$ cat config.mk
export PLATFORM = sky130hd
export DESIGN_NAME = rlc_irq_status
export DESIGN_NICKNAME = d
export VERILOG_FILES = /design/src/inc/rlc_pkg.sv /design/src/inc/rlc_reg_if.sv /design/src/verilog/rlc_code_track.sv /design/src/verilog/rlc_apb_port.sv /design/src/verilog/rlc_irq_status.sv
export SDC_FILE = /design/constraint.sdc
export NUM_CORES = 1
export LEC_CHECK = 0
export BUFFER_PORTS_ARGS = -buffer_cell sky130_fd_sc_hd__buf_2
export CAP_MARGIN = 20
export CORE_AREA = 8 8 62 64
export DETAILED_ROUTE_END_ITERATION = 10
export DIE_AREA = 0 0 70 72
export PLACE_DENSITY = 0.85
export SLEW_MARGIN = 10
export SYNTH_ARGS = -nofsm -noshare
export SYNTH_HDL_FRONTEND = slang
export SYNTH_SLANG_ARGS = --single-unit
$ cat constraint.sdc
create_clock -name sys_clk -period 1.88 [get_ports sys_clk]
set_clock_uncertainty 0.1 [all_clocks]
set_input_delay 0.094 -clock sys_clk [delete_from_list [all_inputs] [get_ports sys_clk]]
set_output_delay 0.094 -clock sys_clk [all_outputs]
set_load 0.02 [all_outputs]
$ cat src/inc/rlc_pkg.sv
// Constants and types for the receive loopback code status and interrupt block.
// Assumes one 40 MHz clock and an APB master with 32-bit data.
package rlc_pkg;

   // ==========================================================
   // Bus geometry
   localparam int RLC_ADDR_W = 12;
   localparam int RLC_DATA_W = 32;

   // ==========================================================
   // Register indices; the byte address is four times the index
   localparam logic [7:0] RLC_IDX_STATUS = 8'h14;
   localparam logic [7:0] RLC_IDX_IRQ_EN = 8'h15;
   localparam logic [7:0] RLC_IDX_CTRL = 8'h20;
   localparam logic [11:0] RLC_ADDR_STATUS = {2'h0, RLC_IDX_STATUS, 2'h0};
   localparam logic [11:0] RLC_ADDR_IRQ_EN = {2'h0, RLC_IDX_IRQ_EN, 2'h0};
   localparam logic [11:0] RLC_ADDR_CTRL = {2'h0, RLC_IDX_CTRL, 2'h0};

   // ==========================================================
   // Field positions
   localparam int RLC_ACT_STATE_BIT = 3;
   localparam int RLC_DEACT_STATE_BIT = 2;
   localparam int RLC_ACT_EVT_BIT = 1;
   localparam int RLC_DEACT_EVT_BIT = 0;
   localparam int RLC_ACT_EN_BIT = 1;
   localparam int RLC_DEACT_EN_BIT = 0;
   localparam int RLC_ACT_DET_BIT = 1;
   localparam int RLC_DEACT_DET_BIT = 0;

   // ==========================================================
   // Reset values and writable masks
   localparam logic [1:0] RLC_EVT_RST = 2'h0;
   localparam logic [7:0] RLC_IRQ_EN_RST = 8'h00;
   localparam logic [7:0] RLC_CTRL_RST = 8'h03;
   localparam logic [7:0] RLC_WR_MASK = 8'h03;

   // ==========================================================
   // Bus handshake states
   typedef enum logic {
      RLC_APB_IDLE = 1'b0,
      RLC_APB_DONE = 1'b1
   } rlc_apb_state_t;

endpackage

$ cat src/inc/rlc_reg_if.sv
// Register access path between the bus port and the register file.
// Assumes both ends run on the same clock.
`timescale 1ns/1ps
interface rlc_reg_if #(
   parameter int ADDR_W = 12
);
   logic [ADDR_W-1:0] addr;
   logic [7:0] wdata;
   logic wr_stb;
   logic rd_stb;
   logic [7:0] rd_data;
   logic rd_hit;
   logic [7:0] snap;

   modport port (
      output addr,
      output wdata,
      output wr_stb,
      output rd_stb,
      output snap,
      input rd_data,
      input rd_hit
   );

   modport regs (
      input addr,
      input wdata,
      input wr_stb,
      input rd_stb,
      input snap,
      output rd_data,
      output rd_hit
   );
endinterface

$ cat src/verilog/rlc_code_track.sv
// Tracks one loopback code detector: current state and change pulse.
// Assumes the detector output is synchronous to sys_clk.
`timescale 1ns/1ps
module rlc_code_track
   import rlc_pkg::*;
(
   input wire logic sys_clk,
   input wire logic reset,
   input wire logic det_en,
   input wire logic detect,
   input wire logic irq_en,
   output logic code_state,
   output logic change
);

   logic state_reg;
   logic state_next;
   logic change_reg;
   logic change_next;

   // ==========================================================
   // Next state
   always_comb begin
      // Disabling detection reads as no detection, which is a change too.
      state_next = det_en & detect;
      change_next = irq_en & (state_next != state_reg);
   end

   always_ff @(posedge sys_clk or posedge reset) begin
      if (reset) begin
         state_reg <= 1'b0;
         change_reg <= 1'b0;
      end else begin
         state_reg <= state_next;
         change_reg <= change_next;
      end
   end

   assign code_state = state_reg;
   assign change = change_reg;

endmodule

$ cat src/verilog/rlc_apb_port.sv
// APB slave front end with one wait state and registered answers.
// Assumes a well-behaved APB master on sys_clk.
`timescale 1ns/1ps
module rlc_apb_port
   import rlc_pkg::*;
#(
   parameter int ADDR_W = RLC_ADDR_W,
   parameter int DATA_W = RLC_DATA_W
)(
   input wire logic sys_clk,
   input wire logic reset,
   input wire logic psel,
   input wire logic penable,
   input wire logic pwrite,
   input wire logic [ADDR_W-1:0] paddr,
   input wire logic [DATA_W-1:0] pwdata,
   output logic pready,
   output logic [DATA_W-1:0] prdata,
   output logic pslverr,
   rlc_reg_if.port rif
);

   rlc_apb_state_t state_reg;
   rlc_apb_state_t state_next;
   logic [DATA_W-1:0] prdata_reg;
   logic [DATA_W-1:0] prdata_next;
   logic pslverr_reg;
   logic pslverr_next;

   // ==========================================================
   // Handshake
   always_comb begin
      state_next = state_reg;
      prdata_next = prdata_reg;
      pslverr_next = pslverr_reg;
      case (state_reg)
         RLC_APB_IDLE: begin
            if (psel && penable) begin
               state_next = RLC_APB_DONE;
               prdata_next = {{(DATA_W-8){1'b0}}, rif.rd_data};
               pslverr_next = ~rif.rd_hit;
            end
         end
         default: begin
            state_next = RLC_APB_IDLE;
            pslverr_next = 1'b0;
         end
      endcase
   end

   always_ff @(posedge sys_clk or posedge reset) begin
      if (reset) begin
         state_reg <= RLC_APB_IDLE;
         prdata_reg <= '0;
         pslverr_reg <= 1'b0;
      end else begin
         state_reg <= state_next;
         prdata_reg <= prdata_next;
         pslverr_reg <= pslverr_next;
      end
   end

   // Effects land on the completing edge, as the master sees them.
   assign pready = (state_reg == RLC_APB_DONE);
   assign prdata = prdata_reg;
   assign pslverr = pslverr_reg;
   assign rif.addr = paddr;
   assign rif.wdata = pwdata[7:0];
   assign rif.wr_stb = psel & penable & pready & pwrite;
   assign rif.rd_stb = psel & penable & pready & ~pwrite;
   assign rif.snap = prdata_reg[7:0];

endmodule

$ cat src/verilog/rlc_irq_status.sv
// Receive loopback code status, change events and interrupt request.
// Assumes synchronous level inputs from the two code detectors and an
// APB master on the same 40 MHz clock.
//
// Operation
// - Activation state bit follows enabled activation detection
// - Deactivation state bit follows enabled deactivation detection
// - Activation change sets event; status read clears
// - Deactivation change sets event; status read clears
// - Enable bit 1 gates activation change
// - Enable bit 0 gates deactivation; 7-2 reserved
//
// Chosen here: the register offsets and register access over APB.
`timescale 1ns/1ps
module rlc_irq_status
   import rlc_pkg::*;
#(
   parameter int ADDR_W = RLC_ADDR_W,
   parameter int DATA_W = RLC_DATA_W
)(
   input wire logic sys_clk,
   input wire logic reset,
   input wire logic psel,
   input wire logic penable,
   input wire logic pwrite,
   input wire logic [ADDR_W-1:0] paddr,
   input wire logic [DATA_W-1:0] pwdata,
   output logic pready,
   output logic [DATA_W-1:0] prdata,
   output logic pslverr,
   input wire logic act_code_detect,
   input wire logic deact_code_detect,
   output logic irq
);

   // ==========================================================
   // Declarations
   rlc_reg_if #(.ADDR_W(ADDR_W)) rif ();

   logic [1:0] evt_reg;
   logic [1:0] evt_next;
   logic [7:0] irq_en_reg;
   logic [7:0] irq_en_next;
   logic [7:0] ctrl_reg;
   logic [7:0] ctrl_next;
   logic irq_reg;
   logic irq_next;
   logic act_code_state;
   logic deact_code_state;
   logic act_chg;
   logic deact_chg;
   logic [1:0] evt_clr;
   logic [1:0] evt_set;
   logic hit_status;
   logic hit_irq_en;
   logic hit_ctrl;

   // ==========================================================
   // Bus port
   rlc_apb_port #(
      .ADDR_W(ADDR_W),
      .DATA_W(DATA_W)
   ) u_port (
      .sys_clk(sys_clk),
      .reset(reset),
      .psel(psel),
      .penable(penable),
      .pwrite(pwrite),
      .paddr(paddr),
      .pwdata(pwdata),
      .pready(pready),
      .prdata(prdata),
      .pslverr(pslverr),
      .rif(rif.port)
   );

   // ==========================================================
   // Code trackers
   rlc_code_track u_act (
      .sys_clk(sys_clk),
      .reset(reset),
      .det_en(ctrl_reg[RLC_ACT_DET_BIT]),
      .detect(act_code_detect),
      .irq_en(irq_en_reg[RLC_ACT_EN_BIT]),
      .code_state(act_code_state),
      .change(act_chg)
   );

   rlc_code_track u_deact (
      .sys_clk(sys_clk),
      .reset(reset),
      .det_en(ctrl_reg[RLC_DEACT_DET_BIT]),
      .detect(deact_code_detect),
      .irq_en(irq_en_reg[RLC_DEACT_EN_BIT]),
      .code_state(deact_code_state),
      .change(deact_chg)
   );

   // ==========================================================
   // Address decode and read data
   always_comb begin
      hit_status = 1'b0;
      hit_irq_en = 1'b0;
      hit_ctrl = 1'b0;
      rif.rd_data = 8'h00;
      rif.rd_hit = 1'b1;
      if (rif.addr == ADDR_W'(RLC_ADDR_STATUS)) begin
         hit_status = 1'b1;
         rif.rd_data[RLC_ACT_STATE_BIT] = act_code_state;
         rif.rd_data[RLC_DEACT_STATE_BIT] = deact_code_state;
         rif.rd_data[RLC_ACT_EVT_BIT] = evt_reg[RLC_ACT_EVT_BIT];
         rif.rd_data[RLC_DEACT_EVT_BIT] = evt_reg[RLC_DEACT_EVT_BIT];
      end else if (rif.addr == ADDR_W'(RLC_ADDR_IRQ_EN)) begin
         hit_irq_en = 1'b1;
         rif.rd_data = irq_en_reg;
      end else if (rif.addr == ADDR_W'(RLC_ADDR_CTRL)) begin
         hit_ctrl = 1'b1;
         rif.rd_data = ctrl_reg;
      end else begin
         rif.rd_hit = 1'b0;
      end
   end

   // ==========================================================
   // Register file next values
   always_comb begin
      irq_en_next = irq_en_reg;
      ctrl_next = ctrl_reg;
      evt_clr = 2'h0;
      evt_set = 2'h0;
      if (rif.wr_stb && hit_irq_en) begin
         irq_en_next = rif.wdata & RLC_WR_MASK;
      end
      if (rif.wr_stb && hit_ctrl) begin
         ctrl_next = rif.wdata & RLC_WR_MASK;
      end
      // Only bits that were actually returned are cleared, so an event
      // landing between capture and completion is never lost.
      if (rif.rd_stb && hit_status) begin
         evt_clr[RLC_ACT_EVT_BIT] = rif.snap[RLC_ACT_EVT_BIT];
         evt_clr[RLC_DEACT_EVT_BIT] = rif.snap[RLC_DEACT_EVT_BIT];
      end
      evt_set[RLC_ACT_EVT_BIT] = act_chg;
      evt_set[RLC_DEACT_EVT_BIT] = deact_chg;
      // A new event wins over a clear in the same cycle.
      evt_next = (evt_reg & ~evt_clr) | evt_set;
      // Built from next values so the output is a flop yet agrees with the
      // registers in the very cycle that they change.
      irq_next = |(evt_next & irq_en_next[1:0]);
   end

   always_ff @(posedge sys_clk or posedge reset) begin
      if (reset) begin
         evt_reg <= RLC_EVT_RST;
         irq_en_reg <= RLC_IRQ_EN_RST;
         ctrl_reg <= RLC_CTRL_RST;
         irq_reg <= 1'b0;
      end else begin
         evt_reg <= evt_next;
         irq_en_reg <= irq_en_next;
         ctrl_reg <= ctrl_next;
         irq_reg <= irq_next;
      end
   end

   assign irq = irq_reg;
endmodule

# ---- Yosys cells after proc, flatten, opt, wreduce, memory -nomap -nowiden
# Index checks and enable logic that the tools add are counted.
dict set report op_classes {
  add_sub_neg 0
  mul 0
  div 0
  magnitude_cmp 0
  n_eq_ne 5
  shifts 0
  muxes 18
  bitwise 15
  reduce_logical 7
}
# op n
set ops {}
lappend ops {{$eq 12x7->1 const B} 2}
lappend ops {{$eq 12x8->1 const B} 1}
lappend ops {{$mux 1} 12}
lappend ops {{$and 1x1->1} 8}
lappend ops {{$mux 2} 4}
lappend ops {{$mux 4} 2}
lappend ops {{$and 2x2->2} 2}
lappend ops {{$logic_and 1x1->1} 4}
lappend ops {{$not 1->1} 3}
lappend ops {{$ne 1x1->1} 2}
lappend ops {{$not 2->2} 1}
lappend ops {{$or 2x2->2} 1}
lappend ops {{$reduce_and 2->1} 1}
lappend ops {{$reduce_bool 2->1} 1}
lappend ops {{$reduce_or 2->1} 1}
dict set report word_totals {
  register_bits 21
  latchBits 0
  ramBits 0
  mem_bits_ro 0
  in_bits 51
  elab_cells 56
  memories 0
}

# ---- Longest topological paths before layout
dict set report logic_depth {
  word_depth 10
  depth_mapped 6
  ltp_nobuf 5
}

# ---- By module
# A second synthesis with hierarchy kept.
dict set report hier_totals {
  hier_cells 135
  hier_area_um2 1435.1
}
# module n_inst cells_each area_each_um2 seq_area_each_um2
set by_module_without_submodules {}
lappend by_module_without_submodules {rlc_apb_port 1 80 792.0 250.2}
lappend by_module_without_submodules {rlc_irq_status 1 41 475.5 177.7}
lappend by_module_without_submodules {rlc_code_track 2 7 83.8 50.0}

# ---- Worst setup path after synthesis
# OpenSTA, ideal clock, no wires.
dict set report synth_timing {
  path_type {input -> register}
  startpoint {input port paddr[3]}
  endpoint {register irq_reg, in the netlist irq}
  setup_time_ns 0.133
  arrival_ns 1.483
  slack_ns 0.164
  path_stages 4
  path_buffers 0
  path_cell_list {or4_4 or4_4 nor3b_2 o32ai_1}
}
dict set report synth_via {
  elab_chain_len 9
  elab_cells_between_ends 14
  classes_between {eq/ne (2); mux (5); bitwise (4); reduce/logical (3)}
}
# element line_no
set synth_lines {}
lappend synth_lines {{start, declared} rlc_irq_status.sv:26} ;# input wire logic [ADDR_W-1:0] paddr,
lappend synth_lines {{$eq 12x7->1} rlc_irq_status.sv:107} ;# if (rif.addr == ADDR_W'(RLC_ADDR_STATUS)) begin
lappend synth_lines {{$mux 1} rlc_irq_status.sv:107}
lappend synth_lines {{$logic_and 1x1->1} rlc_irq_status.sv:139} ;# if (rif.rd_stb && hit_status) begin
lappend synth_lines {{$mux 2} rlc_irq_status.sv:139}
lappend synth_lines {{$not 2->2} rlc_irq_status.sv:146} ;# evt_next = (evt_reg & ~evt_clr) | evt_set;
lappend synth_lines {{$and 2x2->2} rlc_irq_status.sv:146}
lappend synth_lines {{$or 2x2->2} rlc_irq_status.sv:146}
lappend synth_lines {{$and 2x2->2 (*)} rlc_irq_status.sv:149} ;# irq_next = |(evt_next & irq_en_next[1:0]);
lappend synth_lines {{$reduce_or 2->1 (*)} rlc_irq_status.sv:149}
lappend synth_lines {{via irq_next} rlc_irq_status.sv:47} ;# logic irq_next;
lappend synth_lines {{end signal, assigned} rlc_irq_status.sv:162} ;# irq_reg <= irq_next;
lappend synth_lines {{end, declared} rlc_irq_status.sv:46} ;# logic irq_reg;
# The timed path passes the listed nets; every way through them passes the cells marked *.
# A chain may end at the register's enable or synchronous reset.

# ---- Worst setup path in the final report
# Ends and elaborated chain as after synthesis.

==> results <==
- After global routing the overflow that remains totals 0.
- The number of nets in the final layout is 194.
- The later pin in the worst-skew pair is clocked with a latency of 0.29 ns.
- After clock tree synthesis, the clock-pin slew on the worst setup and hold paths is 0.10 ns.
- The share of the core filled with cells is 0.4159.
- TritonCTS built the clock tree.
- The number of levels in the clock H-tree is 1.
- The required time reported for the critical path endpoint is 1.95 ns.
- The most frequent standard cell in the layout excluding fill and tap cells is conb_1.
- The number of remaining DRC errors is 0.
- In the final layout, the share of cells above drive strength 1 is 0.3169.
- STA classifies the critical path endpoint as a register.
- The smallest clock period supported by the final layout is computed as 1.575 ns.
- The initial utilization of the core area, before any placement, comes to 0.3573.
- The post-synthesis cell type count is 32.
- The clock root buffer is clkbuf_4.
- The slew of the pin with the lowest slew margin is 0.6568 ns.
- The most used flip-flop cell after synthesis is dfrtp_1.
- The number of flip-flops and latches in the synthesized netlist is 17.
- Synthesis produced 104 cells.
- In this run, the number of DRC markers left after iteration 0 of detailed routing was 28.
- The number of buffers inserted for hold repair after clock tree synthesis is 5.
- Of all nets on the critical path, the largest fanout is 4.
- The path class of the lowest-slack min-delay path is input pin to register.
- The flip-flop and latch area is 427.9 um2.
- The max-slew violation count is 0.
- STA classifies the critical path startpoint as an input pin.
- Counting flops with a built-in enable in the synthesized netlist gives 0.
- The region available for standard cell placement spans 2903 um2.
- The width of the die is 70 um.
- Counting every sink on the clock net gives 17.
- Setup violations remaining at the end of the flow were counted as 0.
- Along the worst hold path, the cell count comes to 3.
- The TritonCTS buffer count is 3.
- The total power density per cell area is 578.9 nW/um2.
- The count of inserted antenna diode cells is 0.
- STA puts the critical path data arrival time at 1.64 ns.
- In the final routed layout, each cell accounts on average for 13.27 um.
- The first-pass iteration count of the detailed router is 4.
- The HPWL after detailed placement is 1968 um.
- The floorplan step defined a die boundary enclosing 5040 um2.
- Of the available clock period, the critical path in the final layout requires 0.8378.
- For this design the top-level I/O count stands at 86.
- Based on the critical path, the design can be clocked at up to 634.9 MHz.
- The flip-flop count of the largest register after layout is 4.
- The slowest stage of the critical path is the or4_4 cell.
- The congestion estimate from routability-driven global placement came to 0.8385.
- The run finished with clean final reports.
- Across the run, the number of max-cap violations was 0.
- Buffers added to address setup during post-CTS repair amount to 0.
- The worst register-to-register path has a depth of 4.
- The fraction of the yosys area taken by sequential cells is 0.4125.
- The power dissipated by switching net loads is 0.0002097 W.
- The floorplan step set the die height to 72 um.
- The share of flip-flops with an asynchronous set or reset after synthesis is 1.000.
- IR analysis of the VDD net gives a maximum drop of 0.3602 mV.
- The Yosys step of the flow raised 0 warnings.
- The layout has 319 filler cells.
- Buffers placed on the I/O ports in this run total 27.
- The area growth from synthesis to layout is 16.41%.
- The post-route setup TNS is 0 ns.
- The critical path class is input pin to register.
- The mean post-synth cell area is 9.974 um2.
- The final antenna-violating net count is 0.
- The signal on the critical path passes through buf_2 -> or4_4 -> buf_4 -> nor4_4 -> mux2i_1 -> o32ai_1.
- Across every metal layer, demand over resource in global routing totals 0.09107.
- The post-cts gate resize count is 0.
- In the layout the commonest cells are 28 x conb_1, 27 x buf_2, 15 x dfrtp_1, 8 x nand2_1.
- The share of total power dissipated in sequential elements is 0.533.
- Of the total power, the clock network draws 0.286.
- The combinational group share of total power is 0.182.
- The internal portion of the total power is 0.0004892 W.
- The row count is 20.
- The number of global-route vias before repair is 829.
- The mean number of vias per cell is 4.429.
- The initial antenna violation count is 0.
- The switching part of the total power is 0.3001.
- Setup repair after global routing left no endpoint under its margin.
- The final wirelength is 2323 um.
- The clock passes through at most 2 buffers.
- The multi-input combinational cell area is 478.0 um2.
- Entering global routing, the biggest net connects 18 pins.
- The final count of hold timing violations is 0.
- The routed layout has 775 vias.
- Summing every instance area after synthesis gives 1037 um2.
- The wire length of the first global-routing pass is 3829 um.
- In this design, the stage delay of the slowest critical-path cell is 0.54 ns.
- The leakage power is 0.6203 nW.
- The headroom to the max-slew limit is 0.5560.
[per-stage QoR]
step / setup WS [ns] / std cells / power [W] / hold slack, ns / instance area (um2)
floorplan: 0.1638 / 131 / 0.0005015 / -0.08139 / 1139
global placement: 0.02003 / 166 / 0.0004940 / 0.1017 / 1131
detailed placement: -0.001474 / 166 / 0.0004967 / 0.1210 / 1131
CTS: 0.3062 / 175 / 0.0007012 / 0.03340 / 1207
global route: 0.2240 / 175 / 0.0007297 / 0.06940 / 1207
finish: 0.3049 / 175 / 0.0006990 / 0.04389 / 1207
[metal layers]
layer,global-route usage,share of wire,up-vias
li1,-,-,376
met1,0.09400,0.40,357
met2,0.1523,0.47,40
met3,0.04911,0.13,2
met4,0.03571,0.0069,0
met5,0,0,-
[power groups by stage]
stage	logic, W	clock network (W)	registers (W)
after floorplan	0.000117	0	0.000384
after global placement	0.000115	0	0.000379
after detailed placement	0.000117	0	0.000379
after CTS	0.000126	0.000203	0.000372
after global routing	0.000139	0.000217	0.000373
final	0.000127	0.000200	0.000372
[final cells by class]
type                       instances  area share
tap                               33     0.03420
timing repair buffer              36      0.1782
multi-input combinational         80      0.3959
sequential                        17      0.3544
inverter                           5     0.01554
clock buffer                       4     0.02176
[Yosys cell counts (all sizes together), types with 2 or more instances]
library cell,number,area [um2]
buf,28,210.2
dfrtp,15,375.4
nand2,8,30.03
inv,5,18.77
nor2,5,18.77
nand2b,3,18.77
nor3,3,15.01
or4,3,33.78
a22oi,2,15.01
and2,2,12.51
dfstp,2,52.55
mux2,2,22.52
mux2i,2,20.02
nand4b,2,17.52
nor2b,2,12.51
o21ai,2,10.01
o41ai,2,17.52
or2,2,12.52
xnor2,2,17.52
[critical path, delay by kind of cell]
family | cells | cell delay (ns)
mux | 1 | 0.28
simple gates | 2 | 0.89
buf+inv | 2 | 0.26
compound gates | 1 | 0.10
[worst paths after layout]
check	start	endpoint	slack (ns)
max	paddr[3]	irq	0.30
min	penable	u_port.pslverr	0.04
max reg2reg	u_port.pready	irq	0.35
min reg2reg	u_port.prdata[3]	u_port.prdata[3]	0.40
max in group asynchronous	reset	u_port.prdata[1]	0.94
min in group asynchronous	reset	irq_en_reg[1]	0.32
[cells by family after synthesis]
family	count (synthesis)	synth area share
and+or+nand+nor	37	0.2413
AOI/OAI and AO/OA	9	0.06031
other	1	0.003615
xor gates and xnor gates	2	0.01689
muxes	4	0.04101
buffers and inverters	34	0.2244
DFF	17	0.4125
Power figures use the tool's default switching activity.
